===== src/shared/sclks_pkg.sv =====
/*
 Package for the system clock source selector: register offsets, field layout,
 mode encoding, reset values and timing constants.
 Assumes a 100 MHz block clock and a 32-bit APB register bus.
*/
`default_nettype none
package sclks_pkg;
    typedef enum logic [2:0] {
        SCLKS_LOW_GAIN_RESONATOR_MODE,
        SCLKS_MEDIUM_GAIN_RESONATOR_MODE,
        SCLKS_HIGH_GAIN_RESONATOR_MODE,
        SCLKS_EXTERNAL_CLOCK_MODE,
        SCLKS_RESISTOR_CAP_IO_MODE,
        SCLKS_RESISTOR_CAP_CLKOUT_MODE,
        SCLKS_INTERNAL_IO_MODE,
        SCLKS_INTERNAL_CLKOUT_MODE
    } sclks_mode_t;

    typedef enum logic [1:0] {
        SCLKS_GAIN_OFF,
        SCLKS_GAIN_LOW,
        SCLKS_GAIN_MEDIUM,
        SCLKS_GAIN_HIGH
    } sclks_gain_t;

    localparam logic [11:0] SCLKS_TRIM_OFFSET = 12'h000;
    localparam logic [11:0] SCLKS_CONFIG_OFFSET = 12'h004;
    localparam logic [11:0] SCLKS_STATUS_OFFSET = 12'h008;
    localparam logic [11:0] SCLKS_CONTROL_OFFSET = 12'h00C;

    localparam int SCLKS_TRIM_WIDTH = 5;
    localparam logic [4:0] SCLKS_TRIM_RESET = 5'h00;
    localparam logic [2:0] SCLKS_MODE_RESET = 3'h3;
    localparam int SCLKS_CFG_MODE_LSB = 0;
    localparam int SCLKS_CFG_FREQ_BIT = 3;
    localparam int SCLKS_CFG_PUT_BIT = 4;
    localparam int SCLKS_CTL_SLEEP_BIT = 0;
    localparam int SCLKS_CTL_WAKE_BIT = 1;

    localparam int SCLKS_STARTUP_CYCLES = 1024;
    localparam int SCLKS_CLKOUT_DIV = 4;
    localparam int SCLKS_CLK_MHZ = 100;
    localparam int SCLKS_POWER_UP_TIME_US = 72;
    localparam int SCLKS_POWER_UP_CYCLES = SCLKS_POWER_UP_TIME_US * SCLKS_CLK_MHZ;
endpackage
`default_nettype wire


===== src/hdl/sclks_top.sv =====
/*
 System clock source selector: mode decode, start-up timer, clock output
 divider, pin routing and the oscillator trim register behind an APB slave.
 Assumes RST is a power-on or brown-out reset, MASTER_CLEAR_RST is a
 master-clear or watchdog reset, and OSC_PIN_ONE_I is the oscillator sampled
 synchronously with CLK. The source clock may stall; all state is static.
*/
// Register access over APB and the placing of the registers were left to the implementer.
// Behaviour
// - Clock source comes from the mode field of the configuration word.
// - The mode field selects one of eight clock modes.
// - Resonator modes count 1024 oscillator cycles after reset, power-up timer, wake.
// - While the start-up timer counts, execution is held.
// - External clock mode skips the start-up delay entirely.
// - External clock mode: pin one is clock input, pin two is I/O.
// - A stopped external clock halts the device with state retained.
// - Resonator modes drive low, medium or high amplifier gain.
// - RC clock-out mode drives pin two with oscillator divided by four.
// - RC I/O mode keeps RC on pin one, pin two is I/O.
// - Internal oscillator runs at 4 or 8 MHz by one select bit.
// - Internal clock-out mode: pin one I/O, pin two outputs frequency over four.
// - Internal I/O mode releases both pins to I/O.
// - Trim register holds 5-bit signed value, upper bits read zero.
// - Trim 01111 is fastest, 00000 calibrated, 10000 slowest, monotonic.
// - Trim writes shift frequency without stalling; no completion flag.
// - Trim clears on power-on or brown-out, kept on master clear.
`default_nettype none
module sclks_top
    import sclks_pkg::*;
#(
    parameter int POWER_UP_CYCLES = SCLKS_POWER_UP_CYCLES,
    parameter int STARTUP_CYCLES = SCLKS_STARTUP_CYCLES
) (
    input wire logic CLK,
    input wire logic RST,
    input wire logic MASTER_CLEAR_RST,
    input wire logic PSEL,
    input wire logic PENABLE,
    input wire logic PWRITE,
    input wire logic [11:0] PADDR,
    input wire logic [31:0] PWDATA,
    input wire logic [3:0] PSTRB,
    output logic [31:0] PRDATA,
    output logic PREADY,
    output logic PSLVERR,
    input wire logic OSC_PIN_ONE_I,
    output logic OSC_PIN_TWO_O,
    output logic OSC_PIN_TWO_OE,
    output logic OSC_PIN_ONE_GPIO,
    output logic OSC_PIN_TWO_GPIO,
    output logic [1:0] AMP_GAIN,
    output logic INTERNAL_FREQ_8MHZ,
    output logic INTERNAL_OSC_EN,
    output logic [4:0] TRIM_VALUE,
    output logic EXEC_HOLD
);
    initial begin
        if (STARTUP_CYCLES < 1 || STARTUP_CYCLES > 65535 || POWER_UP_CYCLES < 1
            || POWER_UP_CYCLES > 65535) begin
            $error("sclks_top: timer counts out of range");
        end
    end

    typedef enum logic [2:0] {
        SCLKS_ST_POWER_UP,
        SCLKS_ST_STARTUP,
        SCLKS_ST_RUN,
        SCLKS_ST_SLEEP
    } sclks_state_t;

    sclks_state_t state_reg, state_next;
    logic [2:0] mode_reg;
    logic freq_sel_reg;
    logic put_en_reg;
    logic [4:0] trim_value_reg;
    logic [15:0] count_reg, count_next;
    logic osc_prev_reg;
    logic [1:0] div_reg;
    logic clkout_reg;
    logic [31:0] prdata_reg;
    logic pready_reg;
    logic pslverr_reg;
    logic [1:0] gain_reg;
    logic pin_one_gpio_reg, pin_two_gpio_reg, pin_two_oe_reg, int_en_reg;

    function automatic logic is_resonator(input logic [2:0] m);
        return m == SCLKS_LOW_GAIN_RESONATOR_MODE || m == SCLKS_MEDIUM_GAIN_RESONATOR_MODE
            || m == SCLKS_HIGH_GAIN_RESONATOR_MODE;
    endfunction

    function automatic logic is_internal(input logic [2:0] m);
        return m == SCLKS_INTERNAL_IO_MODE || m == SCLKS_INTERNAL_CLKOUT_MODE;
    endfunction

    // Read data and error are latched in the first access cycle and stand with the
    // one-wait-state ready; a write commits only at the edge that completes the transfer.
    wire logic apb_access = PSEL && PENABLE && !pready_reg;
    wire logic wr = PSEL && PENABLE && pready_reg && PWRITE;
    wire logic hit_trim = PADDR == SCLKS_TRIM_OFFSET;
    wire logic hit_cfg = PADDR == SCLKS_CONFIG_OFFSET;
    wire logic hit_stat = PADDR == SCLKS_STATUS_OFFSET;
    wire logic hit_ctl = PADDR == SCLKS_CONTROL_OFFSET;
    wire logic mapped = hit_trim || hit_cfg || hit_stat || hit_ctl;
    wire logic wr_trim = wr && hit_trim && PSTRB[0];
    wire logic wr_cfg = wr && hit_cfg && PSTRB[0];
    wire logic wr_ctl = wr && hit_ctl && PSTRB[0];
    wire logic sleep_req = wr_ctl && PWDATA[SCLKS_CTL_SLEEP_BIT];
    wire logic wake_req = wr_ctl && PWDATA[SCLKS_CTL_WAKE_BIT];
    wire logic osc_rise = OSC_PIN_ONE_I && !osc_prev_reg;
    wire logic [2:0] mode_next = PWDATA[SCLKS_CFG_MODE_LSB +: 3];

    wire logic [31:0] rd_mux = hit_trim ? {27'h000_0000, trim_value_reg} :
        hit_cfg ? {27'h000_0000, put_en_reg, freq_sel_reg, mode_reg} :
        hit_stat ? {29'h0000_0000, state_reg} : 32'h0000_0000;

    always_ff @(posedge CLK) begin
        if (RST) begin
            trim_value_reg <= SCLKS_TRIM_RESET;
        end else if (wr_trim) begin
            trim_value_reg <= PWDATA[4:0];
        end
    end

    // Configuration survives master clear like the rest of the static state.
    always_ff @(posedge CLK) begin
        if (RST) begin
            mode_reg <= SCLKS_MODE_RESET;
            freq_sel_reg <= 1'b0;
            put_en_reg <= 1'b0;
        end else if (wr_cfg) begin
            mode_reg <= mode_next;
            freq_sel_reg <= PWDATA[SCLKS_CFG_FREQ_BIT];
            put_en_reg <= PWDATA[SCLKS_CFG_PUT_BIT];
        end
    end

    always_ff @(posedge CLK) begin
        if (RST) begin
            pready_reg <= 1'b0;
            pslverr_reg <= 1'b0;
            prdata_reg <= 32'h0000_0000;
        end else begin
            pready_reg <= PSEL && PENABLE && !pready_reg;
            pslverr_reg <= apb_access && !mapped;
            prdata_reg <= (apb_access && !PWRITE) ? rd_mux : 32'h0000_0000;
        end
    end

    // The start-up timer counts pin-one rising edges; a stalled source simply freezes it.
    always_comb begin
        state_next = state_reg;
        count_next = count_reg;
        case (state_reg)
            SCLKS_ST_POWER_UP: begin
                if (!put_en_reg || count_reg >= 16'(POWER_UP_CYCLES - 1)) begin
                    count_next = 16'h0000;
                    state_next = is_resonator(mode_reg) ? SCLKS_ST_STARTUP : SCLKS_ST_RUN;
                end else begin
                    count_next = count_reg + 16'h0001;
                end
            end
            SCLKS_ST_STARTUP: begin
                if (osc_rise) begin
                    if (count_reg >= 16'(STARTUP_CYCLES - 1)) begin
                        count_next = 16'h0000;
                        state_next = SCLKS_ST_RUN;
                    end else begin
                        count_next = count_reg + 16'h0001;
                    end
                end
            end
            SCLKS_ST_RUN: begin
                if (sleep_req) begin
                    state_next = SCLKS_ST_SLEEP;
                end
            end
            default: begin
                if (wake_req) begin
                    count_next = 16'h0000;
                    state_next = is_resonator(mode_reg) ? SCLKS_ST_STARTUP : SCLKS_ST_RUN;
                end
            end
        endcase
    end

    always_ff @(posedge CLK) begin
        if (RST) begin
            state_reg <= SCLKS_ST_POWER_UP;
            count_reg <= 16'h0000;
            osc_prev_reg <= 1'b0;
            div_reg <= 2'h0;
            clkout_reg <= 1'b0;
            EXEC_HOLD <= 1'b1;
        end else begin
            state_reg <= state_next;
            count_reg <= count_next;
            osc_prev_reg <= OSC_PIN_ONE_I;
            // The holding state retains all of its content while the clock is stopped.
            EXEC_HOLD <= state_next != SCLKS_ST_RUN || MASTER_CLEAR_RST;
            if (osc_rise) begin
                div_reg <= div_reg + 2'h1;
                if (div_reg == 2'(SCLKS_CLKOUT_DIV / 2 - 1) || div_reg == 2'(SCLKS_CLKOUT_DIV - 1)) begin
                    clkout_reg <= !clkout_reg;
                end
            end
        end
    end

    // Pin and amplifier routing per mode.
    always_comb begin
        gain_reg = SCLKS_GAIN_OFF;
        pin_one_gpio_reg = 1'b0;
        pin_two_gpio_reg = 1'b0;
        pin_two_oe_reg = 1'b0;
        int_en_reg = 1'b0;
        case (mode_reg)
            SCLKS_LOW_GAIN_RESONATOR_MODE: gain_reg = SCLKS_GAIN_LOW;
            SCLKS_MEDIUM_GAIN_RESONATOR_MODE: gain_reg = SCLKS_GAIN_MEDIUM;
            SCLKS_HIGH_GAIN_RESONATOR_MODE: gain_reg = SCLKS_GAIN_HIGH;
            SCLKS_EXTERNAL_CLOCK_MODE: pin_two_gpio_reg = 1'b1;
            SCLKS_RESISTOR_CAP_IO_MODE: pin_two_gpio_reg = 1'b1;
            SCLKS_RESISTOR_CAP_CLKOUT_MODE: pin_two_oe_reg = 1'b1;
            SCLKS_INTERNAL_CLKOUT_MODE: begin
                pin_one_gpio_reg = 1'b1;
                pin_two_oe_reg = 1'b1;
                int_en_reg = 1'b1;
            end
            default: begin
                pin_one_gpio_reg = 1'b1;
                pin_two_gpio_reg = 1'b1;
                int_en_reg = 1'b1;
            end
        endcase
    end

    always_ff @(posedge CLK) begin
        if (RST) begin
            OSC_PIN_TWO_O <= 1'b0;
            OSC_PIN_TWO_OE <= 1'b0;
            OSC_PIN_ONE_GPIO <= 1'b0;
            OSC_PIN_TWO_GPIO <= 1'b1;
            AMP_GAIN <= SCLKS_GAIN_OFF;
            INTERNAL_FREQ_8MHZ <= 1'b0;
            INTERNAL_OSC_EN <= 1'b0;
            TRIM_VALUE <= SCLKS_TRIM_RESET;
        end else begin
            OSC_PIN_TWO_O <= pin_two_oe_reg && clkout_reg;
            OSC_PIN_TWO_OE <= pin_two_oe_reg;
            OSC_PIN_ONE_GPIO <= pin_one_gpio_reg;
            OSC_PIN_TWO_GPIO <= pin_two_gpio_reg;
            AMP_GAIN <= gain_reg;
            INTERNAL_FREQ_8MHZ <= freq_sel_reg;
            INTERNAL_OSC_EN <= int_en_reg && is_internal(mode_reg);
            // Signed trim goes straight to the oscillator; higher code, higher rate.
            TRIM_VALUE <= trim_value_reg;
        end
    end

    assign PRDATA = prdata_reg;
    assign PREADY = pready_reg;
    assign PSLVERR = pslverr_reg;
endmodule
`default_nettype wire


===== config.mk =====
export PLATFORM = sky130hd
export DESIGN_NAME = sclks_top
export DESIGN_NICKNAME = d
export VERILOG_FILES = /design/src/shared/sclks_pkg.sv /design/src/hdl/sclks_top.sv
export SDC_FILE = /design/constraint.sdc
export NUM_CORES = 1
export LEC_CHECK = 0
export BUFFER_PORTS_ARGS = -buffer_cell sky130_fd_sc_hd__buf_2
export CORE_MARGIN = 4
export CORE_UTILIZATION = 40
export CTS_CLUSTER_DIAMETER = 40
export DETAILED_ROUTE_END_ITERATION = 7
export HOLD_SLACK_MARGIN = 0.12
export MAX_ROUTING_LAYER = met4
export PLACE_DENSITY_LB_ADDON = 0.05
export SLEW_MARGIN = 10
export SYNTH_ARGS = -nofsm -noshare
export SYNTH_HDL_FRONTEND = slang
export SYNTH_SLANG_ARGS = --single-unit
export TNS_END_PERCENT = 100

===== constraint.sdc =====
create_clock -name CLK -period 2.4 [get_ports CLK]
set_input_delay 0.48 -clock CLK [delete_from_list [all_inputs] [get_ports CLK]]
set_output_delay 0.48 -clock CLK [all_outputs]
set_load 0.02 [all_outputs]

### Yosys cells after proc, flatten, opt, wreduce, memory -nomap -nowiden

Index checks and enable logic that the tools add are counted.

| operators by class | value |
|---|---|
| equal/unequal tests | 16 |
| order comparisons | 2 |
| div/mod/pow operators | 0 |
| $mul | 0 |
| mux-type cells | 19 |
| add/subtract/negate cells | 2 |
| shift operators | 0 |
| reduce and logical (&&, ||, !) cells | 43 |
| bitwise operators | 2 |

Operators with widths:

| operator | number |
|---|---|
| two-way mux 16 bit | 4 |
| one-hot mux 16 bit (3 select lines) | 1 |
| equality test 12 x 4 -> 1 bit (second input constant) | 2 |
| two-way mux 3 bit | 6 |
| logical AND 1 bit | 17 |
| adder 16 x 1 -> 16 bit (second input constant) | 1 |
| >= comparator 16 x 10 -> 1 bit (second input constant) | 1 |
| >= comparator 16 x 13 -> 1 bit (second input constant) | 1 |
| equality test 12 x 3 -> 1 bit (second input constant) | 1 |
| equality test 3 bit (second input constant) | 4 |
| zero test 12 bit | 1 |
| two-way mux 5 bit | 2 |
| equality test 3 x 2 -> 1 bit (second input constant) | 3 |
| logical OR 1 bit | 9 |
| one-hot mux 3 bit (3 select lines) | 1 |
| equality test 3 x 1 -> 1 bit (second input constant) | 2 |
| zero test 1 bit | 6 |
| zero test 3 bit | 2 |
| one-hot mux 2 bit (3 select lines) | 1 |
| OR reduction 6 bit | 1 |
| OR reduction 5 bit | 1 |
| OR reduction 2 bit | 2 |
| OR reduction 4 bit | 1 |
| two-way mux 1 bit | 3 |
| other kinds (10) | 11 |

| word-level totals | value |
|---|---|
| word-level logic and storage cells | 106 |
| memories kept | 0 |
| register bits | 81 |
| input bits | 55 |
| bits in latches | 0 |
| RAM bits | 0 |
| memory bits (read-only) | 0 |

### Longest topological paths before layout

Gate-level depths: netlist of run 1.

| depth | value |
|---|---|
| depth after elaboration | 10 |
| mapped depth | 9 |
| gate-level depth less buffers | 7 |

### Least setup slack after synthesis of run 1

OpenSTA, ideal clock, no wires.

| path | value |
|---|---|
| kind | in2reg |
| start point | in PADDR[7] |
| end point | reg count_reg[15] |
| setup slack | 0.070 ns |
| data required time | 2.283 ns |
| arrival | 2.212 ns |
| buffers on the path | 1 |
| cell stages on the path | 7 |
| cell sequence | or4_4 > nor4_4 > a31oi_4 > or2_4 > o21bai_4 > buf_6 > nor2_1 |

| between the ends | value |
|---|---|
| longest elaborated chain between the ends | 6 |

Ends and longest elaborated chain:

| what | RTL line | text |
|---|---|---|
| start, declared | sclks_top.sv:40 | `input wire logic [11:0] PADDR,` |
| equality test 12 x 4 -> 1 bit | sclks_top.sv:102 | `wire logic hit_ctl = PADDR == SCLKS_CONTROL_OFFSET;` |
| logical AND 1 bit (2 in series) | sclks_top.sv:106 | `wire logic wr_ctl = wr && hit_ctl && PSTRB[0];` |
| logical AND 1 bit | sclks_top.sv:108 | `wire logic wake_req = wr_ctl && PWDATA[SCLKS_CTL_WAKE_BIT];` |
| nonzero test 3 bit (no line) | - |  |
| AND reduction 3 bit (no line) | - |  |
| end signal, assigned | sclks_top.sv:196 | `count_reg <= count_next;` |
| end, declared | sclks_top.sv:76 | `logic [15:0] count_reg, count_next;` |

Every way passes these cells.
A chain may end at the register's enable or synchronous reset.

### Worst setup path in the final report of run 1

| path | value |
|---|---|
| start point | reg count_reg[13] |
| end point | reg count_reg[1] |

| between the ends | value |
|---|---|
| longest elaborated chain between the ends | 4 |
| elaborated cells between the ends (all ways) | 7 |
| those cells by class | 2 x order compare; 4 x mux; 1 x reduce/logical |

Ends and longest elaborated chain:

| what | RTL line | text |
|---|---|---|
| >= comparator 16 x 10 -> 1 bit or >= comparator 16 x 13 -> 1 bit (tied branches) | sclks_top.sv:164, sclks_top.sv:155 |  |
| two-way mux 16 bit or logical OR 1 bit (tied branches) | sclks_top.sv:164, sclks_top.sv:155 |  |
| two-way mux 16 bit, on equally long branches | sclks_top.sv:163, sclks_top.sv:155 |  |
| one-hot mux 16 bit (3 select lines) * | sclks_top.sv:153 | `case (state_reg)` |

Every way passes the cells marked *; elsewhere a longest branch is shown, timed or not. The select of a mux whose other input is x is not followed.

==> summary.log, run 1 <==
qor: yosys.cell_area_after_technology_mapping 0.002554 sq mm
qor: cells_and_area.number_of_filler_instances_in_the_final_layout 596
qor: power_and_ir_drop.internal_power 1.281 mW
qor: floorplan.die_y 87.90 microns
qor: clock_network.post_cts_hold_buffer_count 0
qor: critical_path.r2r-end count_reg[1]
qor: clock_network.cts.reportedPaths.clkPinSlew 0.10 ns
qor: power_and_ir_drop.p_sw_share 24.64%
qor: drt.detail_route.first_pass.iterations 4
qor: clock_network.cts_tree built
qor: sta.min_period_over_period 92.49%
qor: clock_network.cts_inserted_buffers 5
qor: drt.wire_length_after_detailed_routing 5312 microns
qor: critical_path.startpoint count_reg[13]
qor: drt.routed-via-count 1,975
qor: drt.routed_via_density 4.725
qor: drt.drt_iter0_drc 58
qor: global_route.grt_pass1_wl 8963 microns
qor: clock_network.clock_latency 0.31 ns
qor: yosys.synth.lib_cells_used.distinct 51
qor: drt.wire_per_inst 12.71 microns
qor: floorplan.core_area 0.006061 sq mm
qor: global_route.gr-usage-all-layers 15.27%
qor: critical_path.critPathCaptureType register
qor: sta.rsz0062_at_grt false
qor: clock_network.tritoncts_num_sinks 54
qor: min_path.min_path_type in2reg
qor: floorplan.dieWidth 87.90 microns
qor: sta.drv_slew 0
qor: yosys.post_synth_fa_ha_maj_area_fraction 1.470%
qor: yosys.async_flop_share 0%
qor: sta.fmaxAchievable 0.4505 GHz
qor: yosys.synth_simple_gate_area_share 25.62%
qor: clock_network.cts.root.buffer_cell sky130_fd_sc_hd__clkbuf_8
qor: floorplan.rows 28
qor: min_path.hp-start MASTER_CLEAR_RST
qor: yosys.postSynthRegisterBits 54
qor: power_and_ir_drop.irDropWorstVdd 0.2535 mV
qor: cells_and_area.largest_reg_flops 16
qor: yosys.synth_xor_area_share 3.773%
qor: critical_path.worst-r2r-cell-count 8
qor: min_path.hold-path-cell-count 3
qor: critical_path.worst-endpoint-arrival 2.46 ns
qor: critical_path.r2r-start count_reg[13]
qor: yosys.area_fraction_in_compound_gates_after_synthesis 9.897%
qor: run_status.status finished clean
qor: yosys.synth_top_area_share 42.33%
qor: global_route.grt_start_max_net_pins 21
qor: yosys.synthesis.instances 285
qor: floorplan.io-pin-count 103
qor: sta.setup_ws 0.1802 ns
qor: yosys.synthDominantAreaCellType sky130_fd_sc_hd__dfxtp_1
qor: yosys.yosys-top-cells-area sky130_fd_sc_hd__dfxtp_1, sky130_fd_sc_hd__buf_4, sky130_fd_sc_hd__nor2_1, sky130_fd_sc_hd__mux2i_1, sky130_fd_sc_hd__xnor2_1
qor: yosys.yosys-mux-area-fraction 5.488%
qor: yosys.syn_area_per_cell 8.960 sq um
qor: placement.finalWeightedCongestion 0.8206
qor: sta.setup_viol 0
qor: clock_network.htree_levels 2
qor: sta.final.setup_skew 0.01043 ns
qor: critical_path.crit_fanout 10
qor: cells_and_area.drive_gt1_share 24.20%
qor: sta.layout_min_cycle_time 2.220 ns
qor: global_route.total_gr_overflow 0
qor: drt.route.detailed.drc 0
qor: global_route.antenna_found_initial 0
qor: placement.place_ws -0.1109 ns
qor: job.max_cap_violations 0
qor: yosys.synth_sequential_area_ratio 42.33%
qor: global_route.grt_pass1_vias 1,835
qor: critical_path.setup.worst_path.start_class register
qor: yosys.synth_top_family_by_area simple AND/OR/NAND/NOR gates
qor: power_and_ir_drop.switching_power 0.4187 mW
qor: cells_and_area.synthToLayoutAreaGrowth 16.46%
qor: min_path.timing.hold.worst_endpoint EXEC_HOLD
qor: power_and_ir_drop.power_per_cell_area 571.4 mW/mm^2
qor: floorplan.initial_core_util 42.13%
qor: cells_and_area.mostFrequentLayoutCell sky130_fd_sc_hd__dfxtp_1
qor: cells_and_area.nNetsFinal 400
qor: cells_and_area.insertedDiodeCount 0
qor: critical_path.r2r_slack 0.18 ns
qor: drt.antenna_viol_nets_final 0
qor: clock_network.max-clock-path-buffers 2
qor: floorplan.die-area 0.007726 sq mm
qor: power_and_ir_drop.power.share.combinational 10.1%
qor: yosys.yosys_most_used_dff sky130_fd_sc_hd__dfxtp_1
qor: clock_network.cts_post_setup_buffers_inserted 0
qor: placement.port_bufs 45
qor: yosys.yosysWarnings 0
qor: sta.timing_hold_violations_final 0
qor: power_and_ir_drop.p_leak 1.288 nW
qor: cells_and_area.layout.cells.most_common_list sky130_fd_sc_hd__dfxtp_1, sky130_fd_sc_hd__buf_2, sky130_fd_sc_hd__nor2_1
qor: yosys.synth_edf_count 0
qor: sta.min_hold_slack 0.3915 ns
qor: clock_network.cts-resized-gates 0
qor: power_and_ir_drop.seqPwrFrac 54.0%
qor: critical_path.cp.required 2.64 ns
qor: placement.dpl.hpwl 4052 microns
qor: critical_path.setup.worst_path.class reg2reg
qor: power_and_ir_drop.clockPowerShare 35.9%
## worst max path at each step
stage,end,cells past startpoint
6_report,count_reg[1],8
3_3_place_gp,trim_value_reg[0],8
5_1_grt,count_reg[5],8
4_1_cts,count_reg[1],8
2_1_floorplan,count_reg[15],7
3_5_place_dp,count_reg[9],9
## logic make-up after synthesis
logic type | after synthesis
and+or+nand+nor | 123
DFF | 54
buffers and inverters | 47
AOI/OAI and AO/OA | 32
muxes | 14
xor gates and xnor gates | 11
adders and majority gates | 3
other | 1
## per-stage QoR
step / std cells / power (mW) / util (%) / setup TNS [ns] / area [sq um]
final: 418 / 1.699 / 49.07 / 0 / 2974
after global routing: 418 / 1.774 / 49.07 / 0 / 2974
after CTS: 418 / 1.718 / 49.07 / 0 / 2974
after detailed placement: 410 / 1.110 / 47.25 / -1.777 / 2864
after global placement: 410 / 1.108 / 47.25 / -0.7549 / 2864
after floorplan: 311 / 1.086 / - / 0 / 2651
## layer usage
layer / wire length (microns) / track usage (%)
met1: 2499 / 19.32
met2: 2463 / 24.79
met3: 297 / 3.575
met4: 51 / 3.347
met5: 0 / -
## final cells by class
type	instances	area [sq um]	area share [%]
timing repair buffer	64	380.4	12.79
clock buffer	6	72.57	2.440
inverter	7	26.28	0.8835
clock inverter	2	37.54	1.262
multi-input combinational	210	1282	43.12
sequential	54	1081	36.35
tap	75	93.84	3.155
## power groups by stage
stage               sequential, mW  combinational, mW  clock [mW]
floorplan                    0.937              0.149           0
global placement             0.938              0.170           0
detailed placement           0.939              0.171           0
CTS                          0.918              0.172       0.628
global route                 0.921              0.189       0.665
finish                       0.918              0.171       0.610
## worst max-delay path, cell delays in order (launching register included)
cell	delay, ns
sky130_fd_sc_hd__dfxtp_1	0.34
sky130_fd_sc_hd__or3_1	0.41
sky130_fd_sc_hd__or4_1	0.46
sky130_fd_sc_hd__nor3_1	0.29
sky130_fd_sc_hd__o21bai_1	0.15
sky130_fd_sc_hd__buf_4	0.17
sky130_fd_sc_hd__o21bai_4	0.08
sky130_fd_sc_hd__buf_12	0.14
sky130_fd_sc_hd__a21oi_1	0.11
## cell usage after synthesis (3+ instances only)
library cell	instances
sky130_fd_sc_hd__a21oi_1	8
sky130_fd_sc_hd__inv_1	7
sky130_fd_sc_hd__dfxtp_1	54
sky130_fd_sc_hd__or3_1	3
sky130_fd_sc_hd__nor4_1	4
sky130_fd_sc_hd__ha_1	3
sky130_fd_sc_hd__nand3_1	9
sky130_fd_sc_hd__nor3b_1	3
sky130_fd_sc_hd__mux2i_1	14
sky130_fd_sc_hd__clkbuf_1	10
sky130_fd_sc_hd__nor2b_1	11
sky130_fd_sc_hd__a31oi_1	5
sky130_fd_sc_hd__nand2_1	16
sky130_fd_sc_hd__xnor2_1	10
sky130_fd_sc_hd__buf_4	27
sky130_fd_sc_hd__o21ai_0	3
sky130_fd_sc_hd__nor2_1	42
sky130_fd_sc_hd__and3b_1	3
sky130_fd_sc_hd__nor3_1	15
Note: power is estimated with default switching activity, not from simulation.
==> inputs of run 2 (changes only) <==
Settings changed: BUFFER_PORTS_ARGS -buffer_cell sky130_fd_sc_hd__buf_2 to -buffer_cell sky130_fd_sc_hd__buf_4.
==> run 2 against run 1 <==
Against the previous run:
- die area stayed put
- clock power is 19% lower
- design area is 2.7% higher
- sequential power hardly changed
- sequential share of layout area is 0.97 points lower
- flip-flop and latch count stayed put
- maximum frequency is 0.23% higher
- register-to-register slack hardly changed
- combinational power is 5% higher
==> summary.log, run 2 (synthesized netlist as in run 1, its figures left out) <==
qor: run_status.status finished clean
qor: sta.totalNegativeSetupSlack 0 ns [unchanged]
qor: placement.placed_cells 411 [+0.24%]
qor: cells_and_area.drive_gt1_share 24.49% [+0.29 points]
qor: cells_and_area.nNetsFinal 401 [+0.25%]
qor: sta.setup_ws 0.1853 ns [+0.005041 ns]
qor: cells_and_area.insertedDiodeCount 0 [unchanged]
qor: clock_network.cts_post_setup_buffers_inserted 0 [unchanged]
qor: sta.fmaxAchievable 0.4515 GHz [+0.23%]
qor: critical_path.max_stage_delay 0.53 ns [+0.07 ns]
qor: cells_and_area.stdcell_area 0.003055 sq mm [+2.7%]
qor: cells_and_area.synthToLayoutAreaGrowth 19.65%
qor: sta.min_period_over_period 92.28% [-0.21 points]
qor: sta.final.setup_skew 0.008170 ns [-0.002265 ns]
qor: critical_path.setup.worst_path.start_class input port
qor: critical_path.worst_path_most_repeated_cell sky130_fd_sc_hd__buf_4
qor: global_route.grt_start_max_net_pins 36 [+71%]
qor: power_and_ir_drop.fin_total_pwr 1.590 mW [-6.5%]
qor: drt.routed-via-count 1,973 [-0.10%]
qor: power_and_ir_drop.seqPwrFrac 57.7% [+3.7 points]
qor: floorplan.rows 28 [unchanged]
qor: drt.routed_via_density 4.720 [-0.10%]
qor: clock_network.cts-resized-gates 0 [unchanged]
qor: global_route.gr-usage-all-layers 14.84% [-0.43 points]
qor: sta.layout_min_cycle_time 2.215 ns [-0.005041 ns]
qor: critical_path.timing.critical_path.depth 10 [+2]
qor: clock_network.clock_latency 0.30 ns [about the same]
qor: cells_and_area.mostFrequentLayoutCell sky130_fd_sc_hd__buf_4
qor: power_and_ir_drop.switching_power 0.4116 mW [-1.7%]
qor: global_route.antenna_found_initial 0 [unchanged]
qor: floorplan.dieWidth 87.90 microns [unchanged]
qor: critical_path.r2r-start count_reg[13]
qor: drt.wire_per_inst 12.61 microns [-0.81%]
qor: global_route.total_gr_overflow 0 [unchanged]
qor: clock_network.cts.reportedPaths.clkPinSlew 0.09 ns [about the same]
qor: floorplan.die_y 87.90 microns [unchanged]
qor: drt.antenna_viol_nets_final 0 [unchanged]
qor: placement.postPlaceCellArea 0.002972 sq mm [+3.8%]
qor: clock_network.post_cts_hold_buffer_count 0 [unchanged]
qor: cells_and_area.layout.cells.most_common_list sky130_fd_sc_hd__buf_4, sky130_fd_sc_hd__dfxtp_1, sky130_fd_sc_hd__nor2_1
qor: placement.place_ws -0.1219 ns [-0.01101 ns]
qor: sta.timing_hold_violations_final 0 [unchanged]
qor: cells_and_area.seq_area 0.001081 sq mm [unchanged]
qor: critical_path.cp_slowest_cell sky130_fd_sc_hd__or4_4
qor: cells_and_area.layoutNonFillerInstCount 418 [unchanged]
qor: sta.rsz0062_at_grt false
qor: power_and_ir_drop.clockPowerShare 31.0% [-4.9 points]
qor: drt.route.detailed.drc 0 [unchanged]
qor: floorplan.die-area 0.007726 sq mm [unchanged]
qor: floorplan.core_area 0.006061 sq mm [unchanged]
qor: critical_path.critPathCaptureType register
qor: power_and_ir_drop.p_sw_share 25.89% [+1.3 points]
qor: critical_path.cp.required 2.65 ns [about the same]
qor: power_and_ir_drop.irDropWorstVdd 0.2399 mV [-5.3%]
qor: clock_network.cts.root.buffer_cell sky130_fd_sc_hd__clkbuf_8
qor: job.max_cap_violations 0 [unchanged]
qor: critical_path.r2r_slack 0.19 ns [about the same]
qor: global_route.grt_pass1_vias 1,845 [+0.54%]
qor: critical_path.worst-endpoint-arrival 2.46 ns [about the same]
qor: critical_path.r2r-end count_reg[1]
qor: power_and_ir_drop.internal_power 1.178 mW [-8.0%]
qor: cells_and_area.largest_reg_flops 16 [unchanged]
qor: critical_path.worst-r2r-cell-count 8 [unchanged]
qor: sta.setup_viol 0 [unchanged]
qor: drt.wire_length_after_detailed_routing 5269 microns [-0.81%]
qor: cells_and_area.finalCoreUtilization 50.41% [+1.3 points]
qor: drt.drt_iter0_drc 30 [-48%]
qor: critical_path.setup.worst_path.class in2reg
qor: min_path.min_path_type in2reg
qor: critical_path.crit_fanout 7 [-3]
qor: cells_and_area.multi_input_area 0.001282 sq mm [unchanged]
qor: power_and_ir_drop.power_per_cell_area 520.3 mW/mm^2 [-8.9%]
qor: placement.dpl.hpwl 3992 microns [-1.5%]
qor: cells_and_area.number_of_filler_instances_in_the_final_layout 599 [+0.50%]
qor: placement.port_bufs 45 [unchanged]
qor: power_and_ir_drop.power.share.combinational 11.2% [+1.1 points]
qor: clock_network.tritoncts_num_sinks 54 [unchanged]
qor: clock_network.max-clock-path-buffers 2 [unchanged]
qor: clock_network.cts_inserted_buffers 5 [unchanged]
qor: critical_path.critical_path_buf_inv_count 4 [+2]
qor: placement.finalWeightedCongestion 0.7710 [-6.0%]
qor: clock_network.htree_levels 2 [unchanged]
qor: drt.detail_route.first_pass.iterations 3 [-1]
qor: critical_path.worstSetupEndpoint count_reg[14]
qor: sta.drv_slew 0 [unchanged]
qor: power_and_ir_drop.p_leak 1.294 nW [+0.43%]
qor: global_route.grt_pass1_wl 8721 microns [-2.7%]
qor: floorplan.initial_core_util 42.13% [unchanged]
qor: critical_path.cp_cell_sequence buf_4 -> or4_4 -> nor4_4 -> buf_4 -> a31oi_4 -> buf_4 -> nor3_1 -> buf_4 -> a31oi_1 -> nor2_1
qor: critical_path.critPathTopFamily simple AND/OR/NAND/NOR gates
qor: clock_network.cts_tree built
qor: floorplan.io-pin-count 103 [unchanged]
qor: critical_path.startpoint PADDR[7]
qor: sta.min_hold_slack 0.3964 ns [+0.004944 ns]
==> run 2: worst min-delay path: cells and delay by family <==
family	cells	cell delay, ns
buffers and inverters	1	0.08
AND/OR/NAND/NOR	2	0.11
==> run 2: cell type report <==
| cell class | instances | area share (%) |
|---|---|---|
| Multi-Input combinational cell | 210 | 41.97 |
| Sequential cell | 54 | 35.38 |
| Clock buffer | 5 | 2.252 |
| Inverter | 7 | 0.8600 |
| Clock inverter | 2 | 0.4914 |
| Tap cell | 75 | 3.071 |
| Timing Repair Buffer | 65 | 15.97 |
==> run 2: worst min-delay path by stage <==
stage / endpoint / slack [ns] / cells after the start / startpoint
after floorplan: count_reg[15] / 0.43 / 2 / count_reg[15]
after global placement: count_reg[15] / 0.46 / 2 / count_reg[15]
after detailed placement: count_reg[15] / 0.47 / 2 / count_reg[15]
after CTS: EXEC_HOLD / 0.38 / 3 / MASTER_CLEAR_RST
after global routing: mode_reg[0] / 0.39 / 2 / PWDATA[0]
final: EXEC_HOLD / 0.40 / 3 / MASTER_CLEAR_RST
==> run 2: routing by layer <==
| layer | routed length (microns) | part of all wire [%] | up-vias | track usage [%] |
|---|---|---|---|---|
| met5 | 0 | 0 | - | - |
| met4 | 23 | 0.44 | 0 | 3.347 |
| met3 | 278 | 5.3 | 2 | 3.387 |
| met2 | 2419 | 46 | 44 | 23.56 |
| met1 | 2547 | 48 | 895 | 19.24 |
| li1 | - | - | 1032 | - |
==> run 2: power groups by stage <==
stage	sequential, mW	clock, mW	combinational [mW]
detailed placement	0.939	0	0.179
floorplan	0.937	0	0.149
global placement	0.938	0	0.178
CTS	0.918	0.525	0.179
finish	0.917	0.494	0.179
global route	0.920	0.552	0.196
==> inputs of run 3 (changes only) <==
Settings changed: CORE_UTILIZATION 40 to 43.
==> run 3 against run 2 <==
Against the previous run:
- flip-flop and latch count stayed put
- utilization is 4.1 points higher
- cell count is 1.2% lower
- clock skew hardly changed
- worst hold slack hardly changed
- setup slack worse by 0.033 ns
- total power is 7.0% higher
==> summary.log, run 3 (synthesized netlist as in run 1, its figures left out) <==
qor: drt.wire_per_inst 12.84 microns [+1.9%]
qor: critical_path.startpoint count_reg[13]
qor: critical_path.r2r-end count_reg[1]
qor: sta.rsz0062_at_grt false
qor: critical_path.worst-r2r-cell-count 8 [unchanged]
qor: floorplan.io-pin-count 103 [unchanged]
qor: floorplan.initial_core_util 45.27% [+3.1 points]
qor: clock_network.tritoncts_num_sinks 54 [unchanged]
qor: critical_path.critPathCaptureType register
qor: clock_network.cts_post_setup_buffers_inserted 0 [unchanged]
qor: clock_network.cts.reportedPaths.clkPinSlew 0.09 ns [about the same]
qor: critical_path.critPathTopFamily simple AND/OR/NAND/NOR gates
qor: clock_network.post_cts_hold_buffer_count 0 [unchanged]
qor: cells_and_area.nNetsFinal 399 [-0.50%]
qor: global_route.gr-usage-all-layers 15.38% [+0.54 points]
qor: run_status.status finished clean
qor: sta.setup_ws 0.1526 ns [-0.03264 ns]
qor: sta.final.setup_skew 0.008248 ns [+0.00007811 ns]
qor: floorplan.die_y 85.07 microns [-3.2%]
qor: cells_and_area.layout.cells.most_common_list sky130_fd_sc_hd__buf_4, sky130_fd_sc_hd__dfxtp_1, sky130_fd_sc_hd__nor2_1
qor: clock_network.htree_levels 2 [unchanged]
qor: power_and_ir_drop.irDropWorstVdd 0.2959 mV [+23%]
qor: placement.finalWeightedCongestion 0.8329 [+8.0%]
qor: floorplan.dieWidth 85.07 microns [-3.2%]
qor: drt.route.detailed.drc 0 [unchanged]
qor: sta.fmaxAchievable 0.4450 GHz [-1.5%]
qor: sta.layout_min_cycle_time 2.247 ns [+0.03264 ns]
qor: critical_path.setup.worst_path.start_class register
qor: global_route.total_gr_overflow 0 [unchanged]
qor: drt.detail_route.first_pass.iterations 4 [+1]
qor: clock_network.cts_tree built
qor: critical_path.cp_slowest_cell sky130_fd_sc_hd__or4_1
qor: sta.min_period_over_period 93.64% [+1.4 points]
qor: clock_network.clock_latency 0.31 ns [about the same]
qor: critical_path.r2r_slack 0.15 ns [-0.03 ns]
qor: clock_network.max-clock-path-buffers 2 [unchanged]
qor: placement.port_bufs 45 [unchanged]
qor: floorplan.core_area 0.005642 sq mm [-6.9%]
qor: critical_path.crit_fanout 12 [+5]
qor: critical_path.max_stage_delay 0.46 ns [-0.07 ns]
qor: critical_path.worst-endpoint-arrival 2.48 ns [+0.02 ns]
qor: floorplan.rows 27 [-3.6%]
qor: cells_and_area.insertedDiodeCount 0 [unchanged]
qor: cells_and_area.largest_reg_flops 16 [unchanged]
qor: critical_path.timing.critical_path.depth 8 [-2]
qor: critical_path.worstSetupEndpoint count_reg[1]
qor: global_route.grt_start_max_net_pins 36 [unchanged]
qor: critical_path.cp_cell_sequence or3_1 -> or4_1 -> nor3_1 -> o21bai_1 -> buf_4 -> o21bai_4 -> buf_12 -> a21oi_1
qor: min_path.hp-start MASTER_CLEAR_RST
qor: cells_and_area.drive_gt1_share 24.05% [-0.44 points]
qor: placement.dpl.hpwl 3994 microns [about the same]
qor: drt.drt_iter0_drc 61 [+100%]
qor: job.max_cap_violations 0 [unchanged]
qor: drt.routed-via-count 2,024 [+2.6%]
qor: power_and_ir_drop.fin_total_pwr 1.701 mW [+7.0%]
qor: drt.antenna_viol_nets_final 0 [unchanged]
qor: global_route.antenna_found_initial 0 [unchanged]
qor: clock_network.cts_inserted_buffers 5 [unchanged]
qor: power_and_ir_drop.power_per_cell_area 553.6 mW/mm^2 [+6.4%]
qor: floorplan.die-area 0.007236 sq mm [-6.3%]
qor: drt.wire_length_after_detailed_routing 5304 microns [+0.66%]
qor: critical_path.critical_path_buf_inv_count 2 [-2]
qor: sta.setup_viol 0 [unchanged]
qor: drt.routed_via_density 4.901 [+3.8%]
qor: clock_network.cts-resized-gates 0 [unchanged]
qor: min_path.min_path_type in2reg
qor: cells_and_area.synthToLayoutAreaGrowth 20.33%
qor: critical_path.cp.required 2.64 ns [about the same]
qor: global_route.grt_pass1_vias 1,828 [-0.92%]
qor: critical_path.r2r-start count_reg[13]
qor: power_and_ir_drop.p_leak 1.307 nW [+0.98%]
qor: clock_network.cts.root.buffer_cell sky130_fd_sc_hd__clkbuf_8
qor: sta.timing_hold_violations_final 0 [unchanged]
qor: sta.drv_slew 0 [unchanged]
qor: cells_and_area.mostFrequentLayoutCell sky130_fd_sc_hd__buf_4
qor: global_route.grt_pass1_wl 8866 microns [+1.7%]
qor: placement.place_ws -0.09335 ns [+0.02859 ns]
qor: critical_path.setup.worst_path.class reg2reg
-- run 3: cell count changes in the layout (fill, tap and decap cells not counted) --
| cell | change |
|---|---|
| sky130_fd_sc_hd__clkinv_4 | +1 |
| sky130_fd_sc_hd__buf_12 | +1 |
| sky130_fd_sc_hd__bufinv_16 | +1 |
| sky130_fd_sc_hd__clkinvlp_4 | -2 |
| sky130_fd_sc_hd__buf_4 | -3 |
-- run 3: worst min path at each step --
| stage | slack (ns) | end | cells past startpoint |
|---|---|---|---|
| 6_report | 0.40 | EXEC_HOLD | 3 |
| 5_1_grt | 0.38 | EXEC_HOLD | 3 |
| 4_1_cts | 0.38 | EXEC_HOLD | 3 |
| 3_5_place_dp | 0.46 | count_reg[15] | 2 |
| 3_3_place_gp | 0.46 | count_reg[15] | 2 |
| 2_1_floorplan | 0.43 | count_reg[15] | 2 |
-- run 3: layout make-up --
type / count / area [sq um]
Fill cell: 543 / 2569
Multi-Input combinational cell: 210 / 1282
Tap cell: 72 / 90.09
Sequential cell: 54 / 1081
Clock inverter: 2 / 38.79
Timing Repair Buffer: 63 / 485.5
Clock buffer: 5 / 68.82
Inverter: 7 / 26.28
-- run 3: worst min-delay path, delay by kind of cell --
family                 cells  cell delay, ns
buffers and inverters      1            0.08
and+or+nand+nor            2            0.11
-- run 3: routing by layer --
metal | vias to the layer above | global-route usage, % | wire, microns
met5 | - | - | 0
met4 | 0 | 3.885 | 48
met3 | 6 | 3.010 | 326
met2 | 64 | 23.23 | 2394
met1 | 921 | 21.11 | 2534
li1 | 1033 | - | -
-- run 3: stage by stage --
| step | TNS, ns | hold WS [ns] | util (%) | cells | area [sq um] |
|---|---|---|---|---|---|
| floorplan | 0 | 0.4318 | - | 311 | 2651 |
| CTS | 0 | 0.3813 | 54.47 | 413 | 3073 |
| global placement | -0.8683 | 0.4622 | 52.56 | 406 | 2965 |
| global route | 0 | 0.3762 | 54.47 | 413 | 3073 |
| detailed placement | -1.100 | 0.4581 | 52.56 | 406 | 2965 |
| finish | 0 | 0.3964 | 54.47 | 413 | 3073 |
-- run 3: power by group --
group          leakage [nW]  total [mW]  internal (mW)  switching (mW)
Clock                0.0542       0.601          0.307           0.293
Combinational         0.816       0.183         0.0748           0.108
Sequential            0.437       0.918          0.907          0.0108
